===== src/hw/dmpr_pkg.sv =====
// Package with constants for the pattern-location access block
package dmpr_pkg;
	localparam int NUM_LOC      = 4;              // Pattern locations
	localparam int LOC_W        = 8;              // Bits per location
	localparam int BURST_LEN    = 8;              // Beats per full burst
	localparam int CHOP_LEN     = 4;              // Beats driven in chop
	localparam int DQ_W         = 16;             // Widest data bus
	localparam int LAT_W        = 6;              // Latency count width
	localparam int QUE_DEPTH    = 64;             // Read delay line depth
	// Mode register 3 field positions
	localparam int MR3_EN_BIT   = 2;              // Pattern mode enable
	localparam int MR3_PAGE_LO  = 0;              // Page select low bit
	localparam int MR3_FMT_LO   = 11;             // Readout format low bit
	// Readout format codes
	localparam logic [1:0] FMT_SERIAL   = 2'h0;
	localparam logic [1:0] FMT_PARALLEL = 2'h1;
	localparam logic [1:0] FMT_STAGGER  = 2'h2;
	// Address fields for chop select and burst order
	localparam int ADDR_CHOP_BIT = 12;
	localparam int ADDR_ORD_BIT  = 2;
	// Reset contents of pattern locations
	localparam logic [7:0] LOC_RST0 = 8'h55;
	localparam logic [7:0] LOC_RST1 = 8'h33;
	localparam logic [7:0] LOC_RST2 = 8'h0F;
	localparam logic [7:0] LOC_RST3 = 8'h00;
	// Mode-register update delay in clocks
	localparam int T_MOD_CK      = 24;
	localparam logic [4:0] T_MOD_CNT = 5'h18;
endpackage


===== src/hw/dmpr_rd_if.sv =====
// Interface carrying one read request into the output shifter
`timescale 1ns/10ps
interface dmpr_rd_if;
	logic        start;   // Burst begins this cycle
	logic        chop;    // Four-beat chop burst
	logic        upper;   // Start at beat four
	logic [1:0]  loc;     // Selected location
	modport src (output start, output chop, output upper, output loc);
	modport dst (input start, input chop, input upper, input loc);
endinterface


===== src/hw/dmpr_access.sv =====
// Top of the pattern-location access block
`timescale 1ns/10ps
module dmpr_access
	import dmpr_pkg::*;
(
	input  wire logic              clk,
	input  wire logic              rst_b,
	input  wire logic              cmdMrs,      // Mode register set
	input  wire logic              cmdRead,     // Read command
	input  wire logic              cmdWrite,    // Write command
	input  wire logic [1:0]        cmdMrSel,    // Target mode register
	input  wire logic [1:0]        bankAddr,
	input  wire logic [1:0]        bankGroup,
	input  wire logic [17:0]       addr,
	input  wire logic [1:0]        burstMode,   // Burst-length field
	input  wire logic [LAT_W-1:0]  casLat,
	input  wire logic [LAT_W-1:0]  addLat,
	input  wire logic [LAT_W-1:0]  parLat,
	input  wire logic              isX16,
	output logic                   patternMode,  // Redirect active
	output logic                   arrayReady,   // Array commands allowed
	output logic [DQ_W-1:0]        dqOut,
	output logic                   dqOe_b
);
	logic [LOC_W-1:0] loc_ff [NUM_LOC];   // Pattern locations
	logic             mode_ff;            // Redirect enable
	logic [1:0]       page_ff;            // Page select
	logic [1:0]       fmt_ff;             // Readout format
	logic [4:0]       mod_ff;             // Update delay count
	logic             ready_ff;
	logic [QUE_DEPTH-1:0] qv_ff;           // Read launch delay line
	logic [3:0]       qinfo_ff [QUE_DEPTH]; // Chop, upper, location
	logic [LOC_W*NUM_LOC-1:0] locFlat;
	dmpr_rd_if rd ();
	// Mode register three write
	wire mr3Wr = cmdMrs && (cmdMrSel == 2'h3);
	wire mRead  = mode_ff && cmdRead;
	wire mWrite = mode_ff && cmdWrite && (page_ff == 2'h0);
	wire chop = (burstMode == 2'h2) ||
		((burstMode == 2'h1) && !addr[ADDR_CHOP_BIT]);
	wire [LAT_W+1:0] rl = (LAT_W+2)'(addLat) + (LAT_W+2)'(casLat)
		+ (LAT_W+2)'(parLat);
	wire [5:0] rlIdx = (rl > 8'(QUE_DEPTH-1)) ? 6'h3F :
		(rl == 8'h0 ? 6'h0 : 6'(rl - 8'h1));
	// Mode register and locations
	always_ff @(posedge clk or negedge rst_b) begin
		if (!rst_b) begin
			mode_ff <= 1'b0;
			page_ff <= 2'h0;
			fmt_ff  <= FMT_SERIAL;
		end else if (mr3Wr) begin
			mode_ff <= addr[MR3_EN_BIT];
			page_ff <= addr[MR3_PAGE_LO +: 2];
			fmt_ff  <= addr[MR3_FMT_LO +: 2];
		end
	end
	always_ff @(posedge clk or negedge rst_b) begin
		if (!rst_b) begin
			loc_ff[0] <= LOC_RST0;
			loc_ff[1] <= LOC_RST1;
			loc_ff[2] <= LOC_RST2;
			loc_ff[3] <= LOC_RST3;
		end else if (mWrite) begin
			// bank picks, low byte stored
			// Byte kept as sent, so bit b is beat b
			// Reset values follow the same bit order
			loc_ff[bankAddr] <= addr[LOC_W-1:0];
		end
	end
	// Bit b of a location is beat b, flattened per location
	genvar i;
	generate
		for (i = 0; i < NUM_LOC; i++) begin : gFlat
			for (genvar b = 0; b < LOC_W; b++) begin : gBit
				assign locFlat[i*LOC_W + b] = loc_ff[i][b];
			end
		end
	endgenerate
	always_ff @(posedge clk or negedge rst_b) begin
		if (!rst_b) begin
			mod_ff   <= 5'h0;
			ready_ff <= 1'b1;
		end else if (mr3Wr) begin
			mod_ff   <= T_MOD_CNT;
			ready_ff <= 1'b0;
		end else if (mod_ff != 5'h0) begin
			mod_ff   <= mod_ff - 5'h1;
			ready_ff <= (mod_ff == 5'h1) && !mode_ff;
		end
	end
	// read launch delay line
	// A read drops a token into slot RL-1, tokens walk towards
	// slot zero one clock at a time, and slot zero starts the
	// shifter. The shifter adds two register stages, so the
	// first beat shows RL+1 clocks after the read edge.
	// Latencies past the line depth clamp to the last slot.
	always_ff @(posedge clk or negedge rst_b) begin
		if (!rst_b) begin
			qv_ff <= '0;
		end else begin
			// Shift towards slot zero, then drop new token
			qv_ff <= {1'b0, qv_ff[QUE_DEPTH-1:1]}
				| (mRead ? (QUE_DEPTH)'(1) << rlIdx : '0);
		end
	end
	// Side data walks beside its token
	// Left unreset: only used where a token stands
	always_ff @(posedge clk) begin
		for (int k = 0; k < QUE_DEPTH-1; k++) begin
			qinfo_ff[k] <= qinfo_ff[k+1];
		end
		qinfo_ff[QUE_DEPTH-1] <= 4'h0;
		if (mRead) begin
			qinfo_ff[rlIdx] <= {chop, addr[ADDR_ORD_BIT], bankAddr};
		end
	end
	// Token in slot zero launches the burst
	assign rd.start = qv_ff[0];
	wire [3:0] topInfo = qinfo_ff[0];
	assign rd.chop  = topInfo[3];
	assign rd.upper = topInfo[2];
	assign rd.loc   = topInfo[1:0];
	dmpr_shift uShift (
		.clk    (clk),
		.rst_b  (rst_b),
		.req    (rd),
		.locs   (locFlat),
		.fmt    (fmt_ff),
		.isX16  (isX16),
		.dqOut  (dqOut),
		.dqOe_b (dqOe_b)
	);
	// Status outputs
	always_ff @(posedge clk or negedge rst_b) begin
		if (!rst_b) begin
			patternMode <= 1'b0;
			arrayReady  <= 1'b1;
		end else begin
			patternMode <= mode_ff;
			arrayReady  <= ready_ff;
		end
	end
endmodule // dmpr_access


===== src/hw/dmpr_shift.sv =====
// Output shifter that forms the readout beats
`timescale 1ns/10ps
module dmpr_shift
	import dmpr_pkg::*;
(
	input  wire logic                clk,
	input  wire logic                rst_b,
	dmpr_rd_if.dst                   req,
	input  wire logic [LOC_W*NUM_LOC-1:0] locs,
	input  wire logic [1:0]          fmt,
	input  wire logic                isX16,
	output logic      [DQ_W-1:0]     dqOut,
	output logic                     dqOe_b
);
	logic [2:0]  beat_ff;            // Beat index in burst
	logic [3:0]  left_ff;            // Beats still to send
	logic [1:0]  loc_ff;             // Latched location
	logic [DQ_W-1:0] nxt_dq;        // Beat data
	logic [3:0]  nxt_left;
	logic [2:0]  nxt_beat;
	wire  [7:0]  loc0 = locs[LOC_W-1:0];
	// Beat bit from any location
	function automatic logic bitOf(input logic [1:0] l, input logic [2:0] b);
		bitOf = locs[l*LOC_W + b];
	endfunction
	// Per-lane data, four lanes repeated over the bus in stagger, eight in parallel
	genvar g;
	generate
		for (g = 0; g < DQ_W; g++) begin : gLane
			wire [1:0] sl = loc_ff + 2'(g % NUM_LOC);
			assign nxt_dq[g] = (!isX16 && g >= LOC_W) ? 1'b0 :
				(fmt == FMT_STAGGER)  ? bitOf(sl, beat_ff) :
				(fmt == FMT_PARALLEL) ? loc0[g % LOC_W] :
				bitOf(loc_ff, beat_ff);
		end
	endgenerate
	assign nxt_left = req.start ? (req.chop ? 4'(CHOP_LEN) : 4'(BURST_LEN))
		: (left_ff != 4'h0 ? left_ff - 4'h1 : 4'h0);
	assign nxt_beat = req.start ? {req.upper, 2'h0} : beat_ff + 3'h1;
	// Burst counters
	always_ff @(posedge clk or negedge rst_b) begin
		if (!rst_b) begin
			left_ff <= 4'h0;
			beat_ff <= 3'h0;
			loc_ff  <= 2'h0;
		end else begin
			left_ff <= nxt_left;
			beat_ff <= nxt_beat;
			if (req.start) begin
				loc_ff <= req.loc;
			end
		end
	end
	// Data and enable registered
	always_ff @(posedge clk or negedge rst_b) begin
		if (!rst_b) begin
			dqOut  <= '0;
			dqOe_b <= 1'b1;
		end else begin
			dqOut  <= (left_ff != 4'h0) ? nxt_dq : '0;
			dqOe_b <= (left_ff == 4'h0);
		end
	end
endmodule // dmpr_shift


===== config.mk =====
export PLATFORM = sky130hd
export DESIGN_NAME = dmpr_access
export DESIGN_NICKNAME = d
export VERILOG_FILES = /design/src/hw/dmpr_pkg.sv /design/src/hw/dmpr_rd_if.sv /design/src/hw/dmpr_access.sv /design/src/hw/dmpr_shift.sv
export SDC_FILE = /design/constraint.sdc
export NUM_CORES = 1
export LEC_CHECK = 0
export BUFFER_PORTS_ARGS = -buffer_cell sky130_fd_sc_hd__buf_4
export CAP_MARGIN = 20
export CORE_AREA = 2 2 228 230
export DETAILED_ROUTE_END_ITERATION = 10
export DIE_AREA = 0 0 230 232
export SYNTH_ARGS = -nofsm -noshare
export SYNTH_HDL_FRONTEND = slang
export SYNTH_HIERARCHICAL = 1
export SYNTH_SLANG_ARGS = --single-unit
export TNS_END_PERCENT = 1

===== constraint.sdc =====
create_clock -name clk -period 2.9 [get_ports clk]
set_clock_uncertainty 0.1 [all_clocks]
set_input_delay 0.58 -clock clk [delete_from_list [all_inputs] [get_ports clk]]
set_output_delay 0.58 -clock clk [all_outputs]
set_load 0.02 [all_outputs]

==> out/qor.log <==
INFO  outcome        status=complete, but fails checks
INFO  outcome        violations=negative setup slack
INFO  clock_tree     cts_made_buffers=42
INFO  critical_path  critical_path.startpoint_type=input port
INFO  pwr            p_leak=8.62nW
INFO  critical_path  critical_path_arrival=3.87ns
INFO  floorplan      start_util=0.297
INFO  floorplan      die_w=230µm
INFO  drt            detail_route.iter0.violations=363
INFO  synthesis      postSynthAreaPerCell=13.5µm²
INFO  critical_path  critPathMaxStageDelay=0.56ns
INFO  drt            drc=0
INFO  drt            detailroute.via_count=9220
INFO  pwr            power-per-cell-area=851nW/µm²
INFO  sta            fin_hold_ws=0.155ns
INFO  floorplan      floorplan.die.height=232µm
INFO  floorplan      core=50900µm²
INFO  critical_path  crit-reg2reg-capture=uShift/dqOut[5]
INFO  worst_hold_path holdCritStartpoint=addr[11]
INFO  worst_hold_path worst_hold_path_type=in -> reg
INFO  global_routing grt_max_degree=70
INFO  sta            hold_viol_final=0
INFO  final_layout   mostFrequentLayoutCells=dfxtp_1, mux2_2, buf_4, dfrtp_1, clkbuf_16
INFO  drt            detail_route.wl_per_cell=15.4µm
INFO  critical_path  crit_path_top_delay_cell=fa_1
INFO  global_routing grt_first_pass_wirelength=52.6mm
INFO  clock_tree     clock_latency=0.53ns
INFO  sta            relSlewSlack=0.492
INFO  global_routing first_global_vias=9968
INFO  global_routing total_routing_resource_utilization_after_global_routing=0.121
INFO  synthesis      synth.distinct_cells=68
INFO  critical_path  crit_path_start=parLat[1]
INFO  worst_hold_path whs_path_depth=3
INFO  synthesis      yosys_most_used_dff=dfxtp_1
INFO  critical_path  worstPathBufferInverterCount=5
INFO  sta            max_freq=281MHz
INFO  critical_path  setup.worst_path.end_class=register
INFO  sta            worst_slew_pin_slew=0.762ns
INFO  worst_hold_path timing.hold.worst_endpoint=fmt_ff[0]
INFO  final_layout   n_antenna_cell=0
INFO  run            maxCapViolations=0
INFO  clock_tree     clk_path_buf_depth=3
INFO  synthesis      ys_warn_count=6
INFO  critical_path  path_cells=buf_8 > inv_8 > fa_1 > inv_1 > ha_2 > fa_2 > xor2_4 > or3b_4 > a2111oi_4 > buf_4 > nor4_4 > buf_6 > nand4_1 > mux2_2
INFO  synthesis      synth_sequential_area_ratio=0.563
INFO  final_layout   combined_area_of_the_multi_input_logic_cells=6780µm²
INFO  clock_tree     cts-htree-levels=2
INFO  pwr            peakVddDrop=0.440mV
INFO  placed_design  detailedPlace.worstSlack=-1.47ns
INFO  synthesis      async_reset_ff_frac=0.345
INFO  sta            final_critical_path_setup_slack=-0.653ns
INFO  final_layout   post_route_cells_drive_above_1_share=0.523
INFO  floorplan      io-pin-count=69
INFO  sta            final_min_period_over_clock_period=1.23
INFO  placed_design  port-buffer-count=58
INFO  critical_path  timing.rr.start=uShift/beat_ff[0]
INFO  drt            post_drt_via_cell_ratio=4.50
INFO  synthesis      synth_nets=1192
INFO  floorplan      die_area=53400µm²
INFO  placed_design  detailed_place_hpwl=21.5mm
INFO  clock_tree     clk_transition_reported_paths=0.06ns
INFO  final_layout   layout_commonest_cell=dfxtp_1
INFO  final_layout   final_util=0.382
INFO  floorplan      fp-row-count=83
INFO  critical_path  critical_path.top_delay_family=adder cells
INFO  sta            slew_viol_final=0
INFO  final_layout   nets=1402
INFO  critical_path  rr_worst_depth=6
INFO  sta            final.min_clock_period=3.55ns
INFO  clock_tree     clock_tree.root_cell=clkbuf_16
INFO  drt            ant_nets=0
INFO  placed_design  routabilityCongestion=0.809
INFO  synthesis      synth_cells=1124
INFO  critical_path  timing_worst_setup_path_type=in -> reg
INFO  synthesis      synth.ff_latch_count=391
INFO  pwr            report.power.total=0.0166W
INFO  sta            grt_setup_unrepaired=true
INFO  final_layout   filler_cell_count=4844
INFO  critical_path  ff2ff_setup_slack=0.36ns
INFO  critical_path  crit_required=3.22ns
INFO  sta            setup-violations-final=320
INFO  global_routing antenna_found_initial=0
INFO  clock_tree     tritoncts=built
INFO  final_layout   flow.area_growth_from_synthesis=28.6%
INFO  synthesis      mappedNetlistArea=15100µm²
INFO  critical_path  worst-path-max-fanout=10
INFO  final_layout   final-seq-area=8520µm²
INFO  synthesis      post_synth_edffs=0
INFO  drt            drt_pass1_iterations=5
INFO  drt            totalWireLength=31.6mm
INFO  global_routing gr-total-overflow=0
INFO  clock_tree     cts.sinks=391
-- state kept, by name, summed over array words and instances, names as in the netlist --
name,count
patternMode,1
arrayReady,1
uShift/dqOe_b,1
qinfo_ff,256
ready_ff,1
fmt_ff,2
page_ff,2
uShift/left_ff,4
mod_ff,5
mode_ff,1
uShift/dqOut,16
uShift/beat_ff,3
locFlat,32
uShift/loc_ff,2
qv_ff,64
-- cells in the mapped netlist, types with 12 or more instances --
cell	instances	share of area
nand4_1	17	0.0070
dfrtp_1	120	0.20
mux2_2	287	0.21
dfstp_2	15	0.026
nor2_1	36	0.0089
nand2_1	48	0.012
dfxtp_1	256	0.34
inv_1	24	0.0060
clkbuf_1	38	0.0094
nor4_1	12	0.0050
nand2b_1	41	0.017
nand3_1	27	0.0089
or2_2	32	0.013
-- where the power goes --
| part | internal, W | leakage, nW | switching (W) |
|---|---|---|---|
| combinational | 0.00212 | 4.09 | 0.00210 |
| sequential | 0.00654 | 3.81 | 0.000439 |
| clock | 0.00331 | 0.722 | 0.00207 |
| total | 0.0120 | 8.62 | 0.00460 |
-- what timing repair did --
item                       in CTS  in global routing
setup buffers                  10                  0
setup endpoints to repair     320                320
gates resized for setup        87                 23
cloned                          0                  0
hold buffers                    1                  0
hold endpoints to repair       54                  0
pin swaps                      24                  5
-- area by class of cell --
cell class,count,share of cell area
clock buffers,66,0.0698
clock inverters,12,0.00463
inverters,25,0.00521
multi-input cells,662,0.349
well taps,680,0.0437
flip-flops and latches,391,0.438
repair buffers,212,0.0901
-- how the worst max path moves through the flow --
stage / end / depth (start not counted)
3_5_place_dp: qinfo_ff[52][3] / 15
5_1_grt: qinfo_ff[42][3] / 14
6_report: qinfo_ff[42][0] / 14
4_1_cts: qinfo_ff[30][2] / 13
2_1_floorplan: qinfo_ff[58][0] / 12
3_3_place_gp: qinfo_ff[54][1] / 14
-- per-stage QoR --
step           instances  TNS (ns)  cell area (µm²)
5_1_grt             2048   -174.99            19500
3_5_place_dp        1959   -385.24            17400
3_3_place_gp        1959   -385.52            17400
4_1_cts             2048   -132.51            19400
6_report            2048   -141.64            19500
2_1_floorplan       1124   -264.63            15200
-- per-layer routing --
metal | track usage | share of wire | vias to the layer above
met4 | 0.0395 | 0.024 | 0
met1 | 0.158 | 0.46 | 4570
met2 | 0.202 | 0.47 | 176
met5 | 0 | 0 | -
li1 | - | - | 4411
met3 | 0.0212 | 0.042 | 63
-- worst reg2reg max path, stage by stage, from the launching register on --
cell     delay, ns
dfrtp_1       0.34
buf_4         0.17
mux4_1        0.57
mux2_2        0.33
mux4_2        0.55
a21oi_4       0.24
nor4_1        0.11
-- kinds of logic (layout without fill, tap and decap cells) --
| family | after synthesis | after routing | share of synthesized area |
|---|---|---|---|
| xor+xnor | 8 | 8 | 0.00562 |
| flops | 391 | 391 | 0.563 |
| simple gates | 260 | 260 | 0.102 |
| buf+inv | 71 | 315 | 0.0195 |
| compound gates | 68 | 68 | 0.0498 |
| fa+ha+maj | 18 | 18 | 0.0183 |
| mux | 308 | 308 | 0.241 |
(Power assumes the default switching activity.)
